[src/verilog/decode_pkg.sv]
// Constants and types shared by the instruction word decoder.
package decode_pkg;

	// Word, instruction and address widths.
	localparam int WORD_W = 48;
	localparam int INS_W  = 24;
	localparam int ADDR_W = 15;

	// Field positions inside one 24-bit instruction.
	localparam int OPC_LSB = 18;
	localparam int IDX_LSB = 15;

	// Upper instruction position inside the 48-bit program step.
	localparam int UPPER_LSB = 24;

	// Reset values.
	localparam logic [14:0] RST_PROG_ADDR = 15'h0000;
	localparam logic [47:0] RST_WORD      = 48'h0000_0000_0000;

	// Operation codes (octal value in the comment).
	localparam logic [5:0] fault_code_low             = 6'h00; // 00
	localparam logic [5:0] accumulator_shift_right    = 6'h01; // 01
	localparam logic [5:0] aux_shift_right            = 6'h02; // 02
	localparam logic [5:0] pair_shift_right           = 6'h03; // 03
	localparam logic [5:0] load_immediate_aux         = 6'h04; // 04
	localparam logic [5:0] accumulator_shift_left     = 6'h05; // 05
	localparam logic [5:0] aux_shift_left             = 6'h06; // 06
	localparam logic [5:0] pair_shift_left            = 6'h07; // 07
	localparam logic [5:0] load_immediate_accumulator = 6'h08; // 10
	localparam logic [5:0] op_add                     = 6'h0c; // 14
	localparam logic [5:0] accumulator_cond_jump      = 6'h12; // 22
	localparam logic [5:0] aux_cond_jump              = 6'h13; // 23
	localparam logic [5:0] normalize_accumulator      = 6'h1c; // 34
	localparam logic [5:0] masked_bit_set             = 6'h20; // 40
	localparam logic [5:0] masked_bit_clear           = 6'h21; // 41
	localparam logic [5:0] masked_bit_toggle          = 6'h22; // 42
	localparam logic [5:0] masked_equal_search        = 6'h36; // 66
	localparam logic [5:0] masked_greater_search      = 6'h37; // 67
	localparam logic [5:0] channel_function           = 6'h3c; // 74
	localparam logic [5:0] key_cond_jump              = 6'h3d; // 75
	localparam logic [5:0] key_cond_halt              = 6'h3e; // 76
	localparam logic [5:0] fault_code_high            = 6'h3f; // 77

	typedef enum logic [3:0] {
		s_fetch, s_exec, s_oprd, s_scale, s_srch, s_srch_rd, s_write, s_stop, s_fault
	} state_t;

	typedef struct packed {
		state_t          st;
		logic [14:0]     p;
		logic            lo;
		logic [47:0]     w;
		logic [47:0]     a;
		logic [47:0]     q;
		logic [7:0][14:0] bx;
		logic [14:0]     cnt;
		logic [14:0]     adr;
		logic [14:0]     tgt;
		logic            rj;
		logic [47:0]     wd;
		logic            flt;
		logic [5:0]      fc;
		logic            ca;
		logic [2:0]      cn;
		logic            es;
		logic [14:0]     ec;
		logic [4:0]      s1;
		logic [4:0]      s2;
		logic            sp;
	} core_t;

endpackage

[src/verilog/instruction_word_decode.sv]
// Program step decoder and sequencer for the 48-bit one's-complement machine.
//
// Behaviour
// RULE1: Operation code is top six instruction bits.
// RULE2: Fetch pair; upper first, then lower.
// RULE3: Skip omits lower only, on satisfied test.
// RULE4: Skips act only from upper position.
// RULE5: Upper address is word bits 24-38.
// RULE6: Execution address is low fifteen bits.
// RULE7: Index code bits add index register.
// RULE8: Index code selects eight subinstruction variants.
// RULE9: One's complement; top bit is sign.
// RULE10: Data words are 48 bits wide.
// RULE11: Codes 00 and 77 fault and stop.
// RULE12: Codes 01-07 shift by indexed count; code 04 enters aux instead.
// RULE13: Enter loads indexed address, sign extended.
// RULE14: Code 14 adds storage operand to accumulator.
// RULE15: Partial add toggles bits without carries.
// RULE16: Codes 40-42 set, clear, toggle masked bits.
// RULE17: Code 34 normalizes, stores remaining count.
// RULE18: Codes 66-67 masked descending search, skip.
// RULE19: Codes 22-23 test register, jump or return.
// RULE20: Code 75 jumps on key, or return.
// RULE21: Code 76 halts on condition, then jumps.
// RULE22: Return jump records resume point, then transfers.
// RULE23: Code 74 activates channel, selects, or skips.
`timescale 1ns/1ps

module instruction_word_decode
	import decode_pkg::*;
(
	// Clock and reset
	input  wire logic        clock,
	input  wire logic        reset,
	// Storage read port
	output logic             rd_req,
	output logic [14:0]      rd_addr,
	input  wire logic        rd_valid,
	input  wire logic [47:0] rd_data,
	// Storage write port
	output logic             wr_req,
	output logic [14:0]      wr_addr,
	output logic [47:0]      wr_data,
	input  wire logic        wr_ack,
	// Console
	input  wire logic [2:0]  key_switch,
	input  wire logic        start_key,
	output logic             halted,
	// External function
	output logic             chan_activate,
	output logic [2:0]       chan_num,
	output logic             ext_select,
	output logic [14:0]      ext_code,
	input  wire logic        sense_cond,
	// Status
	output logic             fault,
	output logic [5:0]       fault_code,
	output logic [47:0]      acc,
	output logic [47:0]      aux,
	output logic [14:0]      prog_addr,
	output logic             lower_active
);

	core_t s;
	core_t n;

	logic [23:0] ins;
	logic [5:0]  op;
	logic [2:0]  jj;
	logic [14:0] ma;
	logic [14:0] kk;
	logic [47:0] yy;
	logic [2:0]  keys;
	logic [47:0] msk;

	// RULE5: upper instruction is word bits 24 to 47, its address in bits 24 to 38.
	assign ins = s.lo ? s.w[23:0] : s.w[UPPER_LSB +: INS_W];
	// RULE1: operation code taken from the top six bits.
	assign op = ins[OPC_LSB +: 6];
	assign jj = ins[IDX_LSB +: 3];
	// RULE6: execution address is the low fifteen bits.
	assign ma = ins[14:0];
	// RULE7: index register zero always holds zero, so code 0 means no indexing.
	assign kk = ma + s.bx[jj];
	// RULE13: sign of the indexed address fills every higher stage.
	assign yy = {{33{kk[14]}}, kk};
	assign keys = s.s2[4:2];
	assign msk = rd_data & s.q;

	// RULE9: one's complement sum with end-around carry.
	function automatic logic [47:0] oc_add(logic [47:0] x, logic [47:0] y);
		logic [48:0] t;
		t = {1'b0, x} + {1'b0, y};
		return t[47:0] + {47'h0, t[48]};
	endfunction

	// Left shifts are end-around, as the registers are closed one's complement rings.
	function automatic logic [47:0] rot48(logic [47:0] x, logic [14:0] c);
		logic [95:0] t;
		t = {x, x} << (c % 15'd48);
		return t[95:48];
	endfunction

	function automatic logic [95:0] rot96(logic [95:0] x, logic [14:0] c);
		logic [191:0] t;
		t = {x, x} << (c % 15'd96);
		return t[191:96];
	endfunction

	function automatic logic is_zero(logic [47:0] x);
		return (x == 48'h0000_0000_0000) || (&x);
	endfunction

	// RULE2: after the upper instruction the lower follows; after the lower, next step.
	function automatic core_t adv(core_t x, logic skip);
		// RULE3: a satisfied skip drops only the lower instruction.
		// RULE4: from the lower position there is nothing left to skip.
		if (!x.lo && !skip) begin
			x.lo = 1'b1;
			x.st = s_exec;
		end else begin
			x.p   = x.p + 15'h0001;
			x.adr = x.p;
			x.lo  = 1'b0;
			x.st  = s_fetch;
		end
		return x;
	endfunction

	function automatic core_t go_to(core_t x, logic [14:0] t, logic r);
		// RULE22: resume point stored as a jump word at the target, entry one beyond.
		if (r) begin
			x.wd  = {key_cond_jump, 3'b000, x.p + 15'h0001, 24'h00_0000};
			x.adr = t;
			x.tgt = t + 15'h0001;
			x.st  = s_write;
		end else begin
			x.p   = t;
			x.adr = t;
			x.lo  = 1'b0;
			x.st  = s_fetch;
		end
		return x;
	endfunction

	always_comb begin
		logic        done;
		logic        skp;
		logic        cond;
		logic [95:0] pr;
		logic [47:0] rg;
		done = 1'b0;
		skp  = 1'b0;
		cond = 1'b0;
		pr   = {s.a, s.q};
		rg   = s.a;
		n    = s;
		n.ca = 1'b0;
		n.es = 1'b0;
		n.s1 = {key_switch, start_key, sense_cond};
		n.s2 = s.s1;
		n.sp = s.s2[1];
		case (s.st)
			s_fetch: begin
				// RULE2 RULE10: one 48-bit storage word brings both instructions.
				if (rd_valid) begin
					n.w  = rd_data;
					n.lo = 1'b0;
					n.st = s_exec;
				end
			end
			s_exec: begin
				done = 1'b1;
				// RULE8: the index code picks the subinstruction inside the jump, halt and channel cases.
				case (op)
					// RULE11: inadmissible codes stop the machine.
					fault_code_low, fault_code_high: begin
						done  = 1'b0;
						n.flt = 1'b1;
						n.fc  = op;
						n.st  = s_fault;
					end
					// RULE12: right shifts keep the sign, count is indexed.
					accumulator_shift_right: n.a = 48'($signed(s.a) >>> kk);
					aux_shift_right: n.q = 48'($signed(s.q) >>> kk);
					pair_shift_right: begin
						pr  = 96'($signed({s.a, s.q}) >>> kk);
						n.a = pr[95:48];
						n.q = pr[47:0];
					end
					accumulator_shift_left: n.a = rot48(s.a, kk);
					aux_shift_left: n.q = rot48(s.q, kk);
					pair_shift_left: begin
						pr  = rot96({s.a, s.q}, kk);
						n.a = pr[95:48];
						n.q = pr[47:0];
					end
					// RULE13: enter loads the sign-extended indexed address.
					load_immediate_accumulator: n.a = yy;
					load_immediate_aux: n.q = yy;
					op_add, masked_bit_set, masked_bit_clear, masked_bit_toggle: begin
						done  = 1'b0;
						n.adr = kk;
						n.st  = s_oprd;
					end
					// RULE17: shift allowance comes from the indexed address.
					normalize_accumulator: begin
						done  = 1'b0;
						n.cnt = kk;
						n.st  = s_scale;
					end
					// RULE18: word count from the index register, downward from m.
					masked_equal_search, masked_greater_search: begin
						done  = 1'b0;
						n.cnt = s.bx[jj];
						n.adr = ma;
						n.st  = s_srch;
					end
					// RULE19: zero, nonzero, positive, negative; upper half returns.
					accumulator_cond_jump, aux_cond_jump: begin
						rg = (op == aux_cond_jump) ? s.q : s.a;
						case (jj[1:0])
							2'd0: cond = is_zero(rg);
							2'd1: cond = !is_zero(rg);
							2'd2: cond = !rg[47];
							default: cond = rg[47];
						endcase
						if (cond) begin
							done = 1'b0;
							n    = go_to(n, ma, jj[2]);
						end
					end
					// RULE20: designator 0 always, 1 to 3 on the matching key.
					key_cond_jump: begin
						cond = (jj[1:0] == 2'd0) || keys[jj[1:0] - 2'd1];
						if (cond) begin
							done = 1'b0;
							n    = go_to(n, ma, jj[2]);
						end
					end
					// RULE21: halt when the condition holds, transfer after restart.
					key_cond_halt: begin
						done = 1'b0;
						cond = (jj[1:0] == 2'd0) || keys[jj[1:0] - 2'd1];
						if (cond) begin
							n.tgt = ma;
							n.rj  = jj[2];
							n.st  = s_stop;
						end else begin
							n = go_to(n, ma, jj[2]);
						end
					end
					// RULE23: select equipment, activate channel or sense and skip.
					channel_function: begin
						n.ec = ma;
						if (jj == 3'd0) begin
							n.es = 1'b1;
						end else if (jj == 3'd7) begin
							skp = s.s2[0];
						end else begin
							n.ca = 1'b1;
							n.cn = jj;
						end
					end
					default: begin
					end
				endcase
				if (done) begin
					n = adv(n, skp);
				end
			end
			s_oprd: begin
				if (rd_valid) begin
					case (op)
						// RULE14: sum of accumulator and operand.
						op_add: n.a = oc_add(s.a, rd_data);
						// RULE16: only bits under ones in the operand change.
						masked_bit_set: n.a = s.a | rd_data;
						masked_bit_clear: n.a = s.a & ~rd_data;
						// RULE15: toggling under the addend ones is a carry-free add.
						default: n.a = s.a ^ rd_data;
					endcase
					n = adv(n, 1'b0);
				end
			end
			s_scale: begin
				// RULE17: stop at |A| >= .5 or exhausted allowance; remainder to index.
				if ((s.cnt == 15'h0000) || (s.a[47] != s.a[46])) begin
					if (jj != 3'd0) begin
						n.bx[jj] = s.cnt;
					end
					n = adv(n, 1'b0);
				end else begin
					n.a   = {s.a[46:0], s.a[47]};
					n.cnt = s.cnt - 15'h0001;
				end
			end
			s_srch: begin
				if (s.cnt == 15'h0000) begin
					n = adv(n, 1'b0);
				end else begin
					n.adr = s.adr - 15'h0001;
					n.cnt = s.cnt - 15'h0001;
					n.st  = s_srch_rd;
				end
			end
			s_srch_rd: begin
				if (rd_valid) begin
					// RULE18: masked word equal to, or above, the accumulator is a hit.
					if (op == masked_equal_search) begin
						cond = (msk == s.a);
					end else begin
						cond = ($signed(msk) > $signed(s.a));
					end
					if (cond) begin
						n = adv(n, 1'b1);
					end else begin
						n.st = s_srch;
					end
				end
			end
			s_write: begin
				if (wr_ack) begin
					n = go_to(n, s.tgt, 1'b0);
				end
			end
			s_stop: begin
				// Restart on a rising edge so a held key does not run through.
				if (s.s2[1] && !s.sp) begin
					n = go_to(n, s.tgt, s.rj);
				end
			end
			s_fault: begin
			end
			default: n.st = s_fetch;
		endcase
	end

	always_ff @(posedge clock) begin
		if (reset) begin
			s     <= '0;
			s.st  <= s_fetch;
			s.p   <= RST_PROG_ADDR;
			s.adr <= RST_PROG_ADDR;
			s.w   <= RST_WORD;
		end else begin
			s <= n;
		end
	end

	assign rd_req        = (s.st == s_fetch) || (s.st == s_oprd) || (s.st == s_srch_rd);
	assign rd_addr       = s.adr;
	assign wr_req        = (s.st == s_write);
	assign wr_addr       = s.adr;
	assign wr_data       = s.wd;
	assign halted        = (s.st == s_stop) || (s.st == s_fault);
	assign chan_activate = s.ca;
	assign chan_num      = s.cn;
	assign ext_select    = s.es;
	assign ext_code      = s.ec;
	assign fault         = s.flt;
	assign fault_code    = s.fc;
	assign acc           = s.a;
	assign aux           = s.q;
	assign prog_addr     = s.p;
	assign lower_active  = s.lo;

endmodule

[config.mk]
export PLATFORM = sky130hd
export DESIGN_NAME = instruction_word_decode
export DESIGN_NICKNAME = d
export VERILOG_FILES = /design/src/verilog/decode_pkg.sv /design/src/verilog/instruction_word_decode.sv
export SDC_FILE = /design/constraint.sdc
export NUM_CORES = 2
export LEC_CHECK = 0
export ABC_AREA = 1
export BUFFER_PORTS_ARGS = -buffer_cell sky130_fd_sc_hd__buf_2
export CAP_MARGIN = 20
export CORE_ASPECT_RATIO = 1.1
export CORE_MARGIN = 2
export CORE_UTILIZATION = 70
export CTS_CLUSTER_DIAMETER = 40
export DETAILED_ROUTE_END_ITERATION = 7
export GPL_TIMING_DRIVEN = 1
export PLACE_DENSITY = 0.95
export SYNTH_ARGS = -nofsm -noshare
export SYNTH_HDL_FRONTEND = slang
export SYNTH_SLANG_ARGS = --single-unit
[constraint.sdc]
create_clock -name clock -period 14 [get_ports clock]
set_input_delay 3.5 -clock clock [delete_from_list [all_inputs] [get_ports clock]]
set_output_delay 3.5 -clock clock [all_outputs]
set_load 0.02 [all_outputs]
==> results of run 1 <==
## synthesized netlist by cell type (7+ instances only)
cell,count,area [um^2]
o211ai_1,92,691
nor3_1,75,375
buf_6,13,146
o21ai_0,1606,8040
buf_1,89,334
nand2_1,2771,10400
xor2_1,70,613
buf_2,60,300
nand4_1,59,369
nand3b_1,15,113
o2111ai_1,52,455
clkinv_1,23,86.3
o21ai_1,65,325
o21bai_1,10,75.1
nor2_1,576,2160
clkbuf_1,525,1970
nand3_1,621,3110
a221o_1,8,80.1
nor4_1,20,125
inv_1,916,3440
o221ai_1,36,315
ha_1,219,2740
nand2_2,9,56.3
or2_2,125,782
a22oi_1,14,105
or2_1,8,50.1
o31ai_1,7,52.6
a211oi_1,41,308
inv_2,15,56.3
mux2i_1,242,2420
o21a_1,56,420
buf_4,227,1700
a31oi_1,62,388
a21oi_1,773,3870
o22ai_1,89,557
xnor2_1,14,123
dfxtp_1,416,8330
o32ai_1,12,105
a221oi_1,23,201
nand3_2,7,70.1
## stage by stage
step / util [%] / instances / instance area (um^2) / setup WS [ps] / hold WS [ps]
4_1_cts: 73.7 / 10900 / 59100 / 3610 / 402
2_1_floorplan: - / 10100 / 56500 / 4690 / 388
3_5_place_dp: 70.4 / 10700 / 56500 / 3050 / 394
3_3_place_gp: 70.4 / 10700 / 56500 / 3150 / 396
## kinds of logic after synthesis
kind of cell             after synthesis  share of synthesized area (%)
XOR/XNOR                              85                           1.33
flip-flops                           416                           14.8
AND/OR/NAND/NOR                     4307                           31.5
AO/OA/AOI/OAI                       2987                           29.0
buffers and inverters               1870                           14.3
multiplexers                         242                           4.29
adder cells (fa/ha/maj)              221                           4.92
## layer usage
layer	global-route usage, %	overflow
met5	24.5	0
met3	58.6	1
met4	73.9	3
met1	77.2	0
met2	90.7	1
==> flow_summary.json, run 1 <==
{
  "clock_sinks": 416,
  "post_cts_buffers": 0,
  "rows": 109,
  "grt_usage_pct": 75.0,
  "ys_seq_area_share_pct": 14.8,
  "ctsHoldBuffers": 0,
  "cts.htree.levels": 3,
  "syn_area_um2": 56500,
  "ys_ff_latch": 416,
  "root_buffer": "clkbuf_16",
  "grt_pass1_wl_um": 471000,
  "start_util_pct": 70.4,
  "async_reset_ff_share_pct": 0,
  "cts_buffers": 75,
  "die_h_um": 302,
  "hpwl_um": 210000,
  "grt_max_degree": 154,
  "synthFlopType": "dfxtp_1",
  "syn_inst": 10100,
  "port_buffers": 276,
  "firstError": "[ERROR GRT-0116] Global routing finished with congestion. Check the congestion regions in the DRC Viewer.",
  "die_w_um": 275,
  "cts_buffer_depth": 3,
  "synth_edf_count": 0,
  "failed_stage": "global routing",
  "gp_congestion": 1.31,
  "avgSynthCellArea_um2": 5.57,
  "grt_pass1_vias": 73000,
  "grt-ovfl-total": 5,
  "synth.distinct_cells": 68,
  "outcome": "stopped before the end",
  "cts_resized": 0,
  "syn_nets": 10400,
  "ios": 277,
  "yosys_warnings": 0
}
==> run 2: changes to the inputs <==
--- a/config.mk
+++ b/config.mk
@@ -8,13 +8,11 @@
 export ABC_AREA = 1
 export BUFFER_PORTS_ARGS = -buffer_cell sky130_fd_sc_hd__buf_2
 export CAP_MARGIN = 20
-export CORE_ASPECT_RATIO = 1.1
 export CORE_MARGIN = 2
-export CORE_UTILIZATION = 70
-export CTS_CLUSTER_DIAMETER = 40
+export CORE_UTILIZATION = 40
 export DETAILED_ROUTE_END_ITERATION = 7
 export GPL_TIMING_DRIVEN = 1
-export PLACE_DENSITY = 0.95
+export PLACE_DENSITY_LB_ADDON = 0.15
 export SYNTH_ARGS = -nofsm -noshare
 export SYNTH_HDL_FRONTEND = slang
 export SYNTH_SLANG_ARGS = --single-unit
==> flow_summary.json, run 2 <==
{
  "hpwl_um": 260000,
  "grt_usage_pct": 43.9,
  "skew_ps": 104,
  "grt_pass1_wl_um": 469000,
  "violations": "DRC",
  "clock_latency_ps": 740,
  "cts.htree.levels": 2,
  "r2r_cells": 43,
  "nets": 10100,
  "drt_first_iter_violations": 9591,
  "syn_to_final_growth_pct": 5.69,
  "root_buffer": "clkbuf_16",
  "final_cells": 11700,
  "cts_buffer_depth": 3,
  "outcome": "complete, but fails checks",
  "ys_ff_latch": 416,
  "synthFlopType": "dfxtp_1",
  "grt_pass1_vias": 64400,
  "vias": 71900,
  "ios": 277,
  "whs_endpoint": "s[2]",
  "antenna_found_initial": 33,
  "rrSetupSlack_ps": 3020,
  "cp-end-kind": "flop",
  "yosys.area.top_type": "nand2_1",
  "fin_crit_sh_pct": 78.4,
  "async_reset_ff_share_pct": 0,
  "cts_tree": "built",
  "crit_cells": 43,
  "relSlewSlack_pct": 9.64,
  "utilization_pct": 42.7,
  "dr.pass1.iters": 8,
  "cts_buffers": 52,
  "drive_gt1_share_pct": 8.36,
  "synth.top_cell.area_share_pct": 18.4,
  "cp_num_buf_inv": 7,
  "synth.distinct_cells": 68,
  "r2r_start": "lower_active",
  "setup_viol": 0,
  "top_register": "s",
  "whs_path_depth": 2,
  "min_path_type": "flop to flop",
  "hold_violations": 0,
  "critical-path-slowest-cell": "xor2_1",
  "path_clk_slew_ps": 60,
  "die_h_um": 380,
  "syn_area_um2": 56500,
  "postRouteWirelength_um": 335000,
  "drc": 1,
  "numPlacedInstances": 11600,
  "grt-ovfl-total": 0,
  "cp_top_family": "simple AND/OR/NAND/NOR gates",
  "ctsHoldBuffers": 0,
  "cap_viol_max_count": 0,
  "required_ps": 14510,
  "post_cts_buffers": 0,
  "critPathMostFrequentCell": "nand2_1",
  "syn_inst": 10100,
  "vias_per_cell": 6.14,
  "gp_congestion": 1.08,
  "avgSynthCellArea_um2": 5.57,
  "port_buffers": 276,
  "period_minus_slack_ps": 10980,
  "r2r-end": "acc[44]",
  "ys_top_cells_by_count": "nand2_1 (2,771), o21ai_0 (1,606), inv_1 (916), a21oi_1 (773), nand3_1 (621)",
  "yosysMostFrequentCell": "nand2_1",
  "grt_max_degree": 214,
  "netlist_top_cells_area": "nand2_1 (18%), dfxtp_1 (15%), o21ai_0 (14%), a21oi_1 (6.9%), inv_1 (6.1%)",
  "cp_max_fo": 60,
  "core-area_um2": 140000,
  "clock_sinks": 416,
  "fin_ws_ps": 3020,
  "rows": 137,
  "syn_nets": 10400,
  "maxSlewViolCount": 0,
  "ys_seq_area_share_pct": 14.8,
  "arrival_ps": 11500,
  "cts_resized": 0,
  "rsz0062_at_grt": "no",
  "cp-start-kind": "flop",
  "tightestPinTransition_ps": 1340,
  "tns_ps": 0,
  "critical_path_class": "flop to flop",
  "final_cell_mix": "nand2_1 (2,766), o21ai_0 (1,600), inv_1 (911), a21oi_1 (772), nand3_1 (619)",
  "largest_reg_flops": 211,
  "layout_commonest_cell": "nand2_1",
  "postRouteAntennaNets": 0,
  "pre_cts_slack_ps": 3130,
  "synth_edf_count": 0,
  "fmax_mhz": 91.1,
  "dieArea_um2": 144000,
  "yosys_warnings": 0,
  "wl_per_cell_um": 28.6,
  "start_util_pct": 40.4,
  "die_w_um": 380,
  "critPathMaxStageDelay_ps": 750,
  "min-delay-start": "s[7]"
}
==> run 2: cell counts after synthesis <==
No cell type changed its count.
==> run 2: cell type report <==
cell class / count / area [um^2]
clock inverters: 21 / 243
multi-input cells: 7842 / 40300
fillers: 15700 / 80200
diodes: 18 / 45.0
well taps: 1876 / 2350
clock buffers: 70 / 1470
inverters: 954 / 3610
flip-flops and latches: 416 / 8330
repair buffers: 518 / 3300
==> run 2: metrics by stage <==
stage	hold WS (ps)	area [um^2]
after floorplan	388	56500
after global placement	395	57800
after detailed placement	398	57800
after CTS	404	59500
after global routing	416	59600
final	407	59700
==> run 2: logic make-up (layout without fill, tap and decap cells) <==
group,count (synthesis),after routing,share of synthesized area (%)
simple gates,4307,4307,31.5
flops,416,416,14.8
fa+ha+maj,221,221,4.92
buf+inv,1870,1563,14.3
compound gates,2987,2987,29.0
mux,242,242,4.29
other cells,0,18,0
xor+xnor,85,85,1.33
==> run 2: routing by layer <==
layer / track usage [%] / vias to the layer above / wire (um)
li1: - / 33000 / -
met1: 54.6 / 33400 / 129000
met2: 65.8 / 4468 / 139000
met3: 9.75 / 1023 / 35100
met4: 33.9 / 30 / 31300
met5: 0 / - / 199
==> run 2: worst min-delay path, delay by kind of cell (launching register included) <==
| kind | cells | cell delay [ps] |
|---|---|---|
| buf+inv | 1 | 40 |
| flops | 1 | 300 |
| simple gates | 1 | 30 |
==> run 2: worst max path at each step <==
stage | from | end | slack [ps]
2_1_floorplan | rd_data[5] | acc[40] | 4690
3_3_place_gp | rd_data[5] | acc[44] | 3150
3_5_place_dp | rd_data[5] | acc[40] | 3130
4_1_cts | lower_active | acc[44] | 3290
5_1_grt | lower_active | acc[32] | 2570
6_report | lower_active | acc[44] | 3020
Power of run 2 is left out: the tool's default activity adds up to more than one toggle a clock period on the data nets, which glitch-free logic cannot reach.
